### src/sfh_pkg.sv
// Shared constants and types for the host-side SRAM and flash module controller
package sfh_pkg;

    // ==========================================================
    // Array geometry
    localparam int          SFH_ADDR_W       = 19;
    localparam int          SFH_DATA_W       = 32;
    localparam int          SFH_LANES        = 4;
    localparam int          SFH_SECTORS      = 8;
    localparam int          SFH_SECTOR_SHIFT = 16;
    localparam int          SFH_POLL_BIT     = 7;

    // ==========================================================
    // Timing, clock at 20 MHz
    localparam int          SFH_CLK_HZ       = 20000000;
    localparam int          SFH_CLK_NS       = 50;
    localparam int          SFH_SRAM_ACC_NS  = 35;
    localparam int          SFH_FLASH_ACC_NS = 90;
    localparam int          SFH_WR_PULSE_NS  = 45;
    localparam int          SFH_SRAM_ACC_CYC = (SFH_SRAM_ACC_NS + SFH_CLK_NS - 1) / SFH_CLK_NS;
    localparam int          SFH_FLASH_ACC_CYC = (SFH_FLASH_ACC_NS + SFH_CLK_NS - 1) / SFH_CLK_NS;
    localparam int          SFH_WR_PULSE_CYC = (SFH_WR_PULSE_NS + SFH_CLK_NS - 1) / SFH_CLK_NS;
    localparam int          SFH_PROG_TYP_US  = 14;
    localparam int          SFH_SECT_ERASE_S = 30;
    localparam int          SFH_CHIP_ERASE_S = 120;
    localparam logic [31:0] SFH_PROG_TMO_CYC = 32'(64'(SFH_SECT_ERASE_S) * 64'(SFH_CLK_HZ));
    localparam logic [31:0] SFH_SECT_TMO_CYC = 32'(64'(SFH_SECT_ERASE_S) * 64'(SFH_CLK_HZ));
    localparam logic [31:0] SFH_CHIP_TMO_CYC = 32'(64'(SFH_CHIP_ERASE_S) * 64'(SFH_CLK_HZ));

    // ==========================================================
    // Flash command cycle addresses and codes
    localparam logic [18:0] SFH_UNLOCK1_ADDR = 19'h00555;
    localparam logic [18:0] SFH_UNLOCK2_ADDR = 19'h002aa;
    localparam logic [7:0]  SFH_UNLOCK1_DATA = 8'haa;
    localparam logic [7:0]  SFH_UNLOCK2_DATA = 8'h55;
    localparam logic [7:0]  SFH_PROG_CODE    = 8'ha0;
    localparam logic [7:0]  SFH_ERASE_CODE   = 8'h80;
    localparam logic [7:0]  SFH_CHIP_CODE    = 8'h10;
    localparam logic [7:0]  SFH_SECT_CODE    = 8'h30;
    localparam logic [2:0]  SFH_PROG_STEPS   = 3'h4;
    localparam logic [2:0]  SFH_SECT_STEPS   = 3'h5;
    localparam logic [2:0]  SFH_CHIP_STEPS   = 3'h6;

    // ==========================================================
    // Types
    typedef enum logic [2:0] {
        SFH_OP_SRAM_RD,
        SFH_OP_SRAM_WR,
        SFH_OP_FLASH_RD,
        SFH_OP_PROG,
        SFH_OP_SECT_ERASE,
        SFH_OP_CHIP_ERASE
    } sfh_op_e;

    typedef struct packed {
        sfh_op_e     op;
        logic [18:0] addr;
        logic [31:0] data;
        logic [3:0]  lanes;
    } sfh_cmd_s;

    typedef struct packed {
        logic [18:0] addr;
        logic [31:0] data_out;
        logic        data_oe_n;
        logic        sram_select_n;
        logic [3:0]  sram_write_strobe_n;
        logic        flash_select_n;
        logic [3:0]  flash_write_strobe_n;
        logic        output_enable_n;
    } sfh_pins_s;

endpackage

### src/sfh_cycle.sv
// Single pin-level bus cycle engine for the shared SRAM and flash bus
`timescale 1ns/100ps
`default_nettype none
module sfh_cycle (
    input  wire logic              ref_clk,  // 20 MHz clock
    input  wire logic              rst,      // Synchronous reset
    input  wire logic              start,    // Begin one bus cycle
    input  wire logic              is_flash, // Target flash, else SRAM
    input  wire logic              is_write, // Write cycle, else read
    input  wire logic [18:0]       addr,     // Word address
    input  wire logic [31:0]       wdata,    // Write data
    input  wire logic [3:0]        lanes,    // Byte lanes to strobe
    input  wire logic [31:0]       data_in,  // Data bus level
    output logic                   done,     // Cycle finished pulse
    output logic [31:0]            rdata,    // Captured read data
    output sfh_pkg::sfh_pins_s     pins      // Module pins
);
    import sfh_pkg::*;

    typedef enum logic [1:0] {SFH_CY_IDLE, SFH_CY_ACT, SFH_CY_REC} sfh_cyc_e;

    sfh_cyc_e   state_reg;
    logic [1:0] cnt_reg;
    logic [1:0] act_last;
    logic       write_reg;
    logic       flash_reg;
    logic [3:0] lanes_reg;
    logic       act_end;

    always_comb begin
        if (write_reg) begin
            act_last = 2'(SFH_WR_PULSE_CYC - 1);
        end else if (flash_reg) begin
            act_last = 2'(SFH_FLASH_ACC_CYC - 1);
        end else begin
            act_last = 2'(SFH_SRAM_ACC_CYC - 1);
        end
    end

    assign act_end = (state_reg == SFH_CY_ACT) && (cnt_reg == act_last);

    // ==========================================================
    // Sequencing
    always_ff @(posedge ref_clk) begin
        if (rst) begin
            state_reg <= SFH_CY_IDLE;
            cnt_reg   <= 2'h0;
            write_reg <= 1'b0;
            flash_reg <= 1'b0;
            lanes_reg <= 4'h0;
        end else begin
            case (state_reg)
                SFH_CY_IDLE: begin
                    if (start) begin
                        state_reg <= SFH_CY_ACT;
                        cnt_reg   <= 2'h0;
                        write_reg <= is_write;
                        flash_reg <= is_flash;
                        lanes_reg <= lanes;
                    end
                end
                SFH_CY_ACT: begin
                    cnt_reg <= cnt_reg + 2'h1;
                    if (act_end) begin
                        state_reg <= SFH_CY_REC;
                    end
                end
                SFH_CY_REC: state_reg <= SFH_CY_IDLE;
                default:    state_reg <= SFH_CY_IDLE;
            endcase
        end
    end

    // ==========================================================
    // Pin drive: one memory selected at a time, strobe framed by select
    always_ff @(posedge ref_clk) begin
        if (rst) begin
            pins <= '{addr: '0, data_out: '0, data_oe_n: 1'b1, sram_select_n: 1'b1,
                      sram_write_strobe_n: 4'hf, flash_select_n: 1'b1,
                      flash_write_strobe_n: 4'hf, output_enable_n: 1'b1};
        end else if (state_reg == SFH_CY_IDLE && start) begin
            pins.addr                 <= addr;
            pins.data_out             <= wdata;
            pins.data_oe_n            <= !is_write;
            pins.sram_select_n        <= is_flash;
            pins.flash_select_n       <= !is_flash;
            pins.output_enable_n      <= is_write;
            pins.sram_write_strobe_n  <= (is_write && !is_flash) ? ~lanes : 4'hf;
            pins.flash_write_strobe_n <= (is_write && is_flash) ? ~lanes : 4'hf;
        end else if (act_end) begin
            pins.data_oe_n            <= 1'b1;
            pins.sram_select_n        <= 1'b1;
            pins.flash_select_n       <= 1'b1;
            pins.output_enable_n      <= 1'b1;
            pins.sram_write_strobe_n  <= 4'hf;
            pins.flash_write_strobe_n <= 4'hf;
        end
    end

    always_ff @(posedge ref_clk) begin
        if (rst) begin
            done  <= 1'b0;
            rdata <= 32'h0;
        end else begin
            done <= act_end;
            if (act_end && !write_reg) begin
                rdata <= data_in;
            end
        end
    end

    // ==========================================================
    // Checks
    a_selects_exclusive: assert property (@(posedge ref_clk) disable iff (rst)
        !(!pins.sram_select_n && !pins.flash_select_n))
        else $error("both memories selected");
    a_flash_we_framed: assert property (@(posedge ref_clk) disable iff (rst)
        (pins.flash_write_strobe_n != 4'hf) |-> !pins.flash_select_n && pins.output_enable_n)
        else $error("flash write strobe outside select");
    a_lane_strobes: assert property (@(posedge ref_clk) disable iff (rst)
        (state_reg == SFH_CY_ACT) |->
            ((~pins.flash_write_strobe_n & ~lanes_reg) == 4'h0)
            && ((~pins.sram_write_strobe_n & ~lanes_reg) == 4'h0))
        else $error("write strobe on unrequested lane");
    a_read_no_drive: assert property (@(posedge ref_clk) disable iff (rst)
        !pins.output_enable_n |-> pins.data_oe_n)
        else $error("host drives bus during read");
    a_flash_read_len: assert property (@(posedge ref_clk) disable iff (rst)
        $fell(pins.output_enable_n) && !pins.flash_select_n |->
            !pins.output_enable_n ##1 !pins.output_enable_n ##1 pins.output_enable_n)
        else $error("flash read length wrong");
endmodule
`default_nettype wire

### src/sfh_ctrl.sv
// Host controller driving a shared-bus SRAM and sectored flash module
// Operation
// - Program uses four write bus cycles
// - Final program cycle carries location and value
// - Sector erase address selects the sector
// - Flash write framed by strobe or select
`timescale 1ns/100ps
`default_nettype none
module sfh_ctrl #(
    parameter logic [31:0] PROG_TMO_CYC = sfh_pkg::SFH_PROG_TMO_CYC, // Program poll limit
    parameter logic [31:0] SECT_TMO_CYC = sfh_pkg::SFH_SECT_TMO_CYC, // Sector erase limit
    parameter logic [31:0] CHIP_TMO_CYC = sfh_pkg::SFH_CHIP_TMO_CYC  // Chip erase limit
) (
    input  wire logic              ref_clk,      // 20 MHz clock
    input  wire logic              rst,          // Synchronous reset
    input  wire logic              cmd_valid,    // Command offered
    input  wire sfh_pkg::sfh_cmd_s cmd,          // Command
    output logic                   cmd_ready,    // Command accepted when valid
    output logic                   resp_valid,   // Command finished pulse
    output logic [31:0]            resp_data,    // Read or final poll data
    output logic                   resp_timeout, // Poll never matched
    input  wire logic [31:0]       data_in,      // Data bus level
    output sfh_pkg::sfh_pins_s     pins          // Module pins
);
    import sfh_pkg::*;

    typedef enum logic [2:0] {
        SFH_M_IDLE, SFH_M_SEQ, SFH_M_SECT, SFH_M_POLL, SFH_M_DONE
    } sfh_main_e;

    sfh_main_e   state_reg;
    sfh_cmd_s    cmd_reg;
    logic [2:0]  step_reg;
    logic [2:0]  sect_reg;
    logic        wait_reg;
    logic        start_reg;
    logic        eng_flash_reg;
    logic        eng_write_reg;
    logic [18:0] eng_addr_reg;
    logic [31:0] eng_wdata_reg;
    logic [3:0]  eng_lanes_reg;
    logic [18:0] poll_addr_reg;
    logic [31:0] tmo_reg;
    logic        fail_reg;
    logic        eng_done;
    logic [31:0] eng_rdata;
    logic [3:0]  lane_ok;
    logic        all_match;
    logic        simple_op;
    logic [2:0]  seq_last;
    logic [31:0] tmo_limit;
    logic [26:0] step_word;
    logic [3:0]  wr_cnt_reg;

    sfh_cycle u_cycle (
        .ref_clk  (ref_clk),
        .rst      (rst),
        .start    (start_reg),
        .is_flash (eng_flash_reg),
        .is_write (eng_write_reg),
        .addr     (eng_addr_reg),
        .wdata    (eng_wdata_reg),
        .lanes    (eng_lanes_reg),
        .data_in  (data_in),
        .done     (eng_done),
        .rdata    (eng_rdata),
        .pins     (pins)
    );

    // ==========================================================
    // Flash command word for a step: address and lane byte
    function automatic logic [26:0] cmd_step(input sfh_op_e op, input logic [2:0] step);
        logic [26:0] w;
        w = {SFH_UNLOCK1_ADDR, SFH_UNLOCK1_DATA};
        case (step)
            3'h1, 3'h4: w = {SFH_UNLOCK2_ADDR, SFH_UNLOCK2_DATA};
            3'h2:       w = {SFH_UNLOCK1_ADDR, (op == SFH_OP_PROG) ? SFH_PROG_CODE : SFH_ERASE_CODE};
            3'h5:       w = {SFH_UNLOCK1_ADDR, SFH_CHIP_CODE};
            default:    w = {SFH_UNLOCK1_ADDR, SFH_UNLOCK1_DATA};
        endcase
        return w;
    endfunction

    always_comb begin
        simple_op = (cmd_reg.op == SFH_OP_SRAM_RD) || (cmd_reg.op == SFH_OP_SRAM_WR)
                    || (cmd_reg.op == SFH_OP_FLASH_RD);
        case (cmd_reg.op)
            SFH_OP_PROG:       seq_last = SFH_PROG_STEPS - 3'h1;
            SFH_OP_SECT_ERASE: seq_last = SFH_SECT_STEPS - 3'h1;
            SFH_OP_CHIP_ERASE: seq_last = SFH_CHIP_STEPS - 3'h1;
            default:           seq_last = 3'h0;
        endcase
        case (cmd_reg.op)
            SFH_OP_CHIP_ERASE: tmo_limit = CHIP_TMO_CYC;
            SFH_OP_SECT_ERASE: tmo_limit = SECT_TMO_CYC;
            default:           tmo_limit = PROG_TMO_CYC;
        endcase
        step_word = cmd_step(cmd_reg.op, step_reg);
    end

    // ==========================================================
    // Completion poll: each active lane compares its bit 7
    for (genvar i = 0; i < SFH_LANES; i++) begin : g_lane
        assign lane_ok[i] = !cmd_reg.lanes[i]
            || (eng_rdata[8*i+SFH_POLL_BIT] ==
                ((cmd_reg.op == SFH_OP_PROG) ? cmd_reg.data[8*i+SFH_POLL_BIT] : 1'b1));
    end
    assign all_match = &lane_ok;

    // ==========================================================
    // Command sequencing
    always_ff @(posedge ref_clk) begin
        if (rst) begin
            state_reg     <= SFH_M_IDLE;
            cmd_reg       <= '0;
            step_reg      <= 3'h0;
            sect_reg      <= 3'h0;
            wait_reg      <= 1'b0;
            start_reg     <= 1'b0;
            eng_flash_reg <= 1'b0;
            eng_write_reg <= 1'b0;
            eng_addr_reg  <= 19'h0;
            eng_wdata_reg <= 32'h0;
            eng_lanes_reg <= 4'h0;
            poll_addr_reg <= 19'h0;
            tmo_reg       <= 32'h0;
            fail_reg      <= 1'b0;
        end else begin
            start_reg <= 1'b0;
            case (state_reg)
                SFH_M_IDLE: begin
                    if (cmd_valid && cmd_ready) begin
                        cmd_reg       <= cmd;
                        step_reg      <= 3'h0;
                        sect_reg      <= 3'h0;
                        wait_reg      <= 1'b0;
                        poll_addr_reg <= cmd.addr;
                        tmo_reg       <= 32'h0;
                        fail_reg      <= 1'b0;
                        state_reg     <= SFH_M_SEQ;
                    end
                end
                SFH_M_SEQ: begin
                    if (!wait_reg) begin
                        start_reg     <= 1'b1;
                        wait_reg      <= 1'b1;
                        eng_lanes_reg <= cmd_reg.lanes;
                        if (simple_op) begin
                            eng_flash_reg <= (cmd_reg.op == SFH_OP_FLASH_RD);
                            eng_write_reg <= (cmd_reg.op == SFH_OP_SRAM_WR);
                            eng_addr_reg  <= cmd_reg.addr;
                            eng_wdata_reg <= cmd_reg.data;
                        end else if (cmd_reg.op == SFH_OP_PROG && step_reg == seq_last) begin
                            eng_flash_reg <= 1'b1;
                            eng_write_reg <= 1'b1;
                            eng_addr_reg  <= cmd_reg.addr;
                            eng_wdata_reg <= cmd_reg.data;
                        end else begin
                            eng_flash_reg <= 1'b1;
                            eng_write_reg <= 1'b1;
                            eng_addr_reg  <= step_word[26:8];
                            eng_wdata_reg <= {SFH_LANES{step_word[7:0]}};
                        end
                    end else if (eng_done) begin
                        wait_reg <= 1'b0;
                        step_reg <= step_reg + 3'h1;
                        if (step_reg == seq_last) begin
                            if (simple_op) begin
                                state_reg <= SFH_M_DONE;
                            end else if (cmd_reg.op == SFH_OP_SECT_ERASE) begin
                                state_reg <= SFH_M_SECT;
                            end else begin
                                state_reg <= SFH_M_POLL;
                            end
                        end
                    end
                end
                SFH_M_SECT: begin
                    if (!wait_reg) begin
                        if (cmd_reg.data[sect_reg]) begin
                            start_reg     <= 1'b1;
                            wait_reg      <= 1'b1;
                            eng_addr_reg  <= {sect_reg, 16'h0000};
                            eng_wdata_reg <= {SFH_LANES{SFH_SECT_CODE}};
                            poll_addr_reg <= {sect_reg, 16'h0000};
                        end else if (sect_reg == 3'(SFH_SECTORS - 1)) begin
                            state_reg <= SFH_M_POLL;
                        end else begin
                            sect_reg <= sect_reg + 3'h1;
                        end
                    end else if (eng_done) begin
                        wait_reg <= 1'b0;
                        if (sect_reg == 3'(SFH_SECTORS - 1)) begin
                            state_reg <= SFH_M_POLL;
                        end else begin
                            sect_reg <= sect_reg + 3'h1;
                        end
                    end
                end
                SFH_M_POLL: begin
                    tmo_reg <= tmo_reg + 32'h1;
                    if (!wait_reg) begin
                        start_reg     <= 1'b1;
                        wait_reg      <= 1'b1;
                        eng_flash_reg <= 1'b1;
                        eng_write_reg <= 1'b0;
                        eng_addr_reg  <= poll_addr_reg;
                    end else if (eng_done) begin
                        wait_reg <= 1'b0;
                        if (all_match || tmo_reg >= tmo_limit) begin
                            fail_reg  <= !all_match;
                            state_reg <= SFH_M_DONE;
                        end
                    end
                end
                SFH_M_DONE: state_reg <= SFH_M_IDLE;
                default:    state_reg <= SFH_M_IDLE;
            endcase
        end
    end

    // ==========================================================
    // Handshake and answer
    always_ff @(posedge ref_clk) begin
        if (rst) begin
            cmd_ready    <= 1'b0;
            resp_valid   <= 1'b0;
            resp_data    <= 32'h0;
            resp_timeout <= 1'b0;
        end else begin
            cmd_ready    <= (state_reg == SFH_M_IDLE && !(cmd_valid && cmd_ready))
                            || state_reg == SFH_M_DONE;
            resp_valid   <= (state_reg == SFH_M_DONE);
            resp_timeout <= (state_reg == SFH_M_DONE) && fail_reg;
            if (state_reg == SFH_M_DONE) begin
                resp_data <= eng_rdata;
            end
        end
    end

    // ==========================================================
    // Checks
    always_ff @(posedge ref_clk) begin
        if (rst || state_reg == SFH_M_IDLE) begin
            wr_cnt_reg <= 4'h0;
        end else if (start_reg && eng_write_reg) begin
            wr_cnt_reg <= wr_cnt_reg + 4'h1;
        end
    end

    a_prog_four_writes: assert property (@(posedge ref_clk) disable iff (rst)
        $rose(state_reg == SFH_M_POLL) && cmd_reg.op == SFH_OP_PROG |-> wr_cnt_reg == 4'h4)
        else $error("program sequence not four writes");
    a_prog_final_cycle: assert property (@(posedge ref_clk) disable iff (rst)
        start_reg && cmd_reg.op == SFH_OP_PROG && state_reg == SFH_M_SEQ && step_reg == 3'h3
        |-> eng_addr_reg == cmd_reg.addr && eng_wdata_reg == cmd_reg.data)
        else $error("final program cycle lacks location or value");
    a_erase_sector_addr: assert property (@(posedge ref_clk) disable iff (rst)
        start_reg && state_reg == SFH_M_SECT |->
            cmd_reg.data[eng_addr_reg[18:16]] && eng_addr_reg[15:0] == 16'h0000)
        else $error("sector erase address wrong");
    a_poll_gates_done: assert property (@(posedge ref_clk) disable iff (rst)
        $rose(state_reg == SFH_M_DONE) && !simple_op |-> all_match || fail_reg)
        else $error("flash op finished without poll match");
    a_resp_after_done: assert property (@(posedge ref_clk) disable iff (rst)
        state_reg == SFH_M_DONE |=> resp_valid && cmd_ready ##1 !resp_valid)
        else $error("answer pulse wrong");

    c_sram_write: cover property (@(posedge ref_clk) disable iff (rst)
        resp_valid && cmd_reg.op == SFH_OP_SRAM_WR);
    c_prog_done: cover property (@(posedge ref_clk) disable iff (rst)
        resp_valid && cmd_reg.op == SFH_OP_PROG && !resp_timeout);
    c_sect_erase_done: cover property (@(posedge ref_clk) disable iff (rst)
        resp_valid && cmd_reg.op == SFH_OP_SECT_ERASE);
    c_poll_timeout: cover property (@(posedge ref_clk) disable iff (rst)
        resp_timeout);
endmodule
`default_nettype wire

### config.mk
export PLATFORM = sky130hd
export DESIGN_NAME = sfh_ctrl
export DESIGN_NICKNAME = d
export VERILOG_FILES = /design/src/sfh_pkg.sv /design/src/sfh_cycle.sv /design/src/sfh_ctrl.sv
export SDC_FILE = /design/constraint.sdc
export NUM_CORES = 1
export LEC_CHECK = 0
export BUFFER_PORTS_ARGS = -buffer_cell sky130_fd_sc_hd__buf_2
export CAP_MARGIN = 30
export CORE_MARGIN = 2
export CORE_UTILIZATION = 36
export CTS_BUF_LIST = sky130_fd_sc_hd__clkbuf_8 sky130_fd_sc_hd__clkbuf_16
export DETAILED_ROUTE_END_ITERATION = 7
export HOLD_SLACK_MARGIN = 0.08
export PLACE_DENSITY = 0.53
export SETUP_SLACK_MARGIN = 0.5
export SLEW_MARGIN = 20
export SYNTH_ARGS = -nofsm -noshare
export SYNTH_HDL_FRONTEND = slang
export SYNTH_SLANG_ARGS = --single-unit
### constraint.sdc
create_clock -name ref_clk -period 8.1 [get_ports ref_clk]
set_input_delay 0 -clock ref_clk [delete_from_list [all_inputs] [get_ports ref_clk]]
set_output_delay 0 -clock ref_clk [all_outputs]
set_load 0.02 [all_outputs]
==> Word level (Yosys, flattened, before mapping) <==
Cells that the tools add are included.
{ "totals": {"ff_bits": 315, "in_bits": 93} }
{ "classes": {"addsub": 4, "n_lt_le_gt_ge": 2, "eq_ne": 36, "n_mux": 82, "n_bitwise": 2, "n_reduce_logical": 56} }
{ "ops": {"columns": ["cell", "n"], "rows": [
  ["32-bit 2-to-1 mux", 7],
  ["19-bit 2-to-1 mux", 7],
  ["32-bit case mux with 2 select lines", 2],
  ["19-bit case mux with 3 select lines", 2],
  ["3-bit 2-to-1 mux", 19],
  ["19-bit case mux with 2 select lines", 1],
  ["32-bit by 1-bit adder with 32-bit output, second input constant", 1],
  ["32-bit >= comparator", 1],
  ["12-bit 2-to-1 mux", 2],
  ["1-bit 2-to-1 mux", 23],
  ["4-bit AND reduction", 5],
  ["3-bit == test, second input constant", 6],
  ["2-bit != test, second input constant", 9],
  ["3-bit by 2-bit == test with 1-bit output, second input constant", 5],
  ["2-bit AND reduction", 7],
  ["2-bit nonzero test", 7],
  ["3-bit case mux with 2 select lines", 2],
  ["3-bit case mux with 4 select lines", 1],
  ["5-bit AND reduction", 2],
  ["3-bit by 1-bit == test with 1-bit output, second input constant", 3],
  ["1-bit logical AND", 9],
  ["1-bit zero test", 9],
  ["3-bit case mux with 3 select lines", 1],
  ["9-bit AND reduction", 1],
  ["other kinds (25)", 50]
]} }

==> Depth between registers and ports, before layout <==
{ "logic_depth": {"word_depth": 10, "ltp_mapped": 11, "mapped_depth_nobuf": 10} }

==> Cells and area by module <==
A second synthesis with hierarchy kept.
{ "unflattened": {"cells_unflattened": 1618, "hier_area_um2": 12873.6} }
{ "by_module_without_submodules": {"columns": ["mod", "n_inst", "cells_per_inst", "area_each_um2", "seq_area_each_um2"], "rows": [
  ["sfh_ctrl", 1, 1184, 9311.4, 4264.1],
  ["sfh_cycle", 1, 434, 3562.2, 2042.0]
]} }

==> Worst setup path before layout <==
No wires, ideal clock.
{ "synth_path": {"path_kind": "register -> register", "start": "register cmd_reg[57] (netlist bit)", "end": "register fail_reg", "setup_time_ps": 116, "t_arrival_ps": 2677, "path_slack_ps": 5307, "stages_incl_launch_ff": 12, "path_cell_list": "dfxtp_1 and3b_1 clkbuf_1 inv_1 ha_1 nand2_1 or4_1 a2111oi_0 o221ai_1 o21ai_2 a21oi_1 a31o_2"} }
{ "synth_between": {"elab_chain_cells": 10, "elab_cells_between_ends": 25, "cone_classes": "1 x order compare; 7 x eq/ne; 9 x mux; 8 x reduce/logical"} }
{ "synth_lines": {"columns": ["item", "line", "source"], "rows": [
  ["from (decl)", "sfh_ctrl.sv:32", "sfh_cmd_s cmd_reg;"],
  ["from (signal assigned)", "sfh_ctrl.sv:133", "cmd_reg <= cmd;"],
  ["branches (longest 10 deep; another with 32-bit >= comparator)", null, null],
  ["to (signal assigned)", "sfh_ctrl.sv:211", "fail_reg <= !all_match;"],
  ["to (decl)", "sfh_ctrl.sv:44", "logic fail_reg;"]
]} }
Several ways; the timed one is not identified. The select of a mux whose other input is x is not followed.
A chain may end at the register's enable or synchronous reset.

==> Worst setup path after layout <==
Ends and elaborated chain as after synthesis.

==> summary.txt <==
Run status
  – Status: finished clean

Logic synthesis
  – Syn Std Cell Area: 12700 sq um
  – Yosys warns: 0
  – Syn Area/Cell: 7.90 sq um
  – EDFF count, synth: 0
  – Yosys cell types: 67
  – Seq/Total Area, Yosys: 49.6%
  – Synth area leaders: dfxtp_1, nand2_1, a21oi_1, nor2_1, clkbuf_1
  – Ys async rst share: 0%
  – Ys flop type: dfxtp_1
  – Cell count after synthesis: 1610
  – Synth top area share: 49.6%
  – Yosys top cell by area: dfxtp_1
  – Synth Register Bits: 315
  – Syn Nets: 1719

Power
  – Peak VDD IR: 0.138 mV
  – Pwr Total: 4.03 mW
  – Static leakage: 6.04 nW
  – Power density cells: 250 nW/um^2

Cells and area
  – Layout Nets: 1952
  – Flip-flop count of the largest register after layout: 63
  – Area of the multi-input gates: 5990 sq um
  – Area Overhead vs Synth: 27.0%
  – Final core utilization: 46.7%
  – Sequential cell area: 6310 sq um
  – FILL cells: 3496
  – Layout cell share with drive strength beyond 1: 16.6%

STA
  – Period Utilization, post-route: 41.9%
  – Setup violations, final: 0
  – Min cycle time layout: 3390 ps
  – Fin. max-slew vios: 0
  – Worst Tran Pin Value: 936 ps
  – Slew headroom: 37.6%
  – Setup tns final: 0 ps
  – WHS: 265 ps
  – Worst clock skew: 16.5 ps
  – Unrepaired setup endpoints after global routing: no
  – Hold Vio Cnt, Final: 0
  – Max frequency: 295 MHz

Critical path
  – Critical Path Start Type: flop
  – Worst Setup End Kind: flop
  – Worst EP required: 8500 ps
  – Crit path max-delay cell type: dfxtp_1
  – Arrival time at the worst endpoint: 3790 ps
  – Critical path class: flop to flop
  – Crit Path Max Fanout: 15
  – Worst path cell trace: and3b_1 -> inv_1 -> ha_1 -> nand2_1 -> or4_1 -> a2111oi_0 -> o221ai_1 -> o21ai_2 -> a21oi_1 -> a31o_2
  – Critical Path Max Stage Delay: 630 ps

Job
  – Max_cap viols: 0

Die
  – DIE WIDTH: 192 microns
  – Core area: 34600 sq um
  – # IOs: 191
  – Initial Utilization: 36.7%
  – DIE AREA: 36800 sq um
  – Num rows: 68
  – Die Height: 192 microns

Global routing
  – Vias in the first global route: 11000
  – Gr ovfl total: 0
  – Largest net degree at the start of global routing: 132
  – First-pass GRT wire length: 57.7 mm
  – Overall Global Routing Usage: 19.2%
  – Initial antenna violation count: 3

Route
  – DRT iter0 DRCs: 739
  – Detailed-router iteration count before antenna repair: 5
  – Drt total wl: 35.9 mm
  – DRC errors left: 0
  – Vias per inst: 5.01
  – Post-route ant nets: 0
  – DR vias: 11600
  – Drt wl/cell: 15.5 microns

Clocking
  – Longest Clk Path Bufs: 3
  – Post CTS Setup Buffer Count: 0
  – CTS root buf: clkbuf_16
  – CTS Sinks: 315
  – Num CTS Buffers: 36
  – Clk pin slew, worst setup/hold paths: 60 ps
  – Clk Latency, worst-skew pair: 510 ps
  – Clock tree from TritonCTS: done
  – CTS H-tree depth: 2

Worst hold path
  – Class of the worst hold path: primary input to flop

Place
  – Hpwl dp: 22.5 mm
  – Routability cong.: 0.803
  – Port buffer count: 190
power breakdown:
part	internal [mW]	leakage, nW	switching, mW	total [mW]
combinational	0.244	2.89	0.454	0.698
sequential	1.67	2.55	0.0938	1.77
clock	0.934	0.594	0.636	1.57
total	2.85	6.04	1.18	4.03
cell usage in the layout (no fill, tap or decap), types with 4 or more instances in the layout:
cell / instances
a21oi_1: 280
nor2_1: 124
nand2_1: 442
buf_4: 13
a211oi_1: 12
o2111ai_1: 4
nand3b_1: 4
nor4bb_1: 4
dlygate4sd3_1: 97
nand2b_1: 20
mux2_2: 14
o21ai_0: 45
o21ai_1: 7
nor3_1: 19
o211ai_1: 19
clkinv_2: 9
a311oi_1: 5
mux2i_1: 9
or2_2: 9
buf_2: 189
a22oi_1: 7
nor2_2: 4
nor2b_1: 7
nand4_1: 5
ha_1: 16
or3_1: 4
clkbuf_8: 6
clkbuf_16: 38
or4_1: 4
inv_1: 17
and3_1: 10
a22o_1: 17
nand3_1: 26
dfxtp_1: 315
final timing paths:
| path | from | end | slack (ps) | cells after the start |
|---|---|---|---|---|
| setup / recovery | cmd_reg[57]$_SDFFE_PP0P_ | fail_reg$_SDFFE_PP0P_ | 4710 | 10 |
| hold / removal | cmd[48] | poll_addr_reg[12]$_SDFFE_PP0P_ | 270 | 3 |
| setup reg to reg | cmd_reg[57]$_SDFFE_PP0P_ | fail_reg$_SDFFE_PP0P_ | 4710 | 10 |
| hold reg to reg | u_cycle.pins[26]$_SDFFE_PP0P_ | u_cycle.pins[26]$_SDFFE_PP0P_ | 450 | 2 |
what timing repair did:
| action | in CTS | in global routing |
|---|---|---|
| hold buffers | 97 | 0 |
| gates resized for setup | 0 | 0 |
| hold endpoints to repair | 172 | 0 |
through the flow:
| step | instance area, sq um | worst slack (ps) | cells |
|---|---|---|---|
| after floorplan | 12700 | 5310 | 1610 |
| after global placement | 14000 | 4840 | 2160 |
| after detailed placement | 14000 | 4770 | 2161 |
| after CTS | 16100 | 4730 | 2319 |
| after global routing | 16200 | 4410 | 2323 |
| final | 16200 | 4710 | 2323 |
critical path: cells and delay by family (launching register included):
family	cells	cell delay, ps
AO/OA/AOI/OAI	5	1070
buffers and inverters	1	270
AND/OR/NAND/NOR	3	930
adder cells (fa/ha/maj)	1	370
flip-flops	1	630
area by class of cell:
cell class,count,area share [%]
clock buffer,44,6.40
inverter,12,0.279
sequential,315,39.0
clock inverter,17,0.728
antenna,2,0.0310
tap,455,3.52
multi-input combinational,1175,37.1
timing repair buffer,303,12.9
metal layers:
| layer | global-route usage, % | routed length [microns] | up-vias | part of all wire (%) |
|---|---|---|---|---|
| met1 | 26.5 | 17300 | 5415 | 48 |
| met3 | 3.89 | 2010 | 42 | 5.6 |
| met5 | 0 | 0 | - | 0 |
| met4 | 4.26 | 578 | 0 | 1.6 |
| met2 | 31.0 | 16000 | 239 | 45 |
| li1 | - | - | 5946 | - |
cell usage after synthesis (9+ instances only):
library cell / count
a21oi_1: 280
a211oi_1: 12
o211ai_1: 19
ha_1: 16
buf_2: 12
mux2_2: 14
buf_1: 10
nor3_1: 21
nand2_1: 443
and3_1: 10
a22o_1: 17
or2_2: 9
inv_1: 12
clkbuf_1: 85
nor2_1: 128
mux2i_1: 9
dfxtp_1: 315
nand2b_1: 20
nand3_1: 27
o21ai_0: 45
cells by family after synthesis:
group,count (synthesis),share of synthesized area (%)
xor+xnor,3,0.207
mux,25,2.30
buf+inv,120,3.69
simple gates,706,23.5
fa+ha+maj,17,1.65
flops,315,49.6
compound gates,424,19.1
Note: power is estimated with default switching activity, not from simulation.
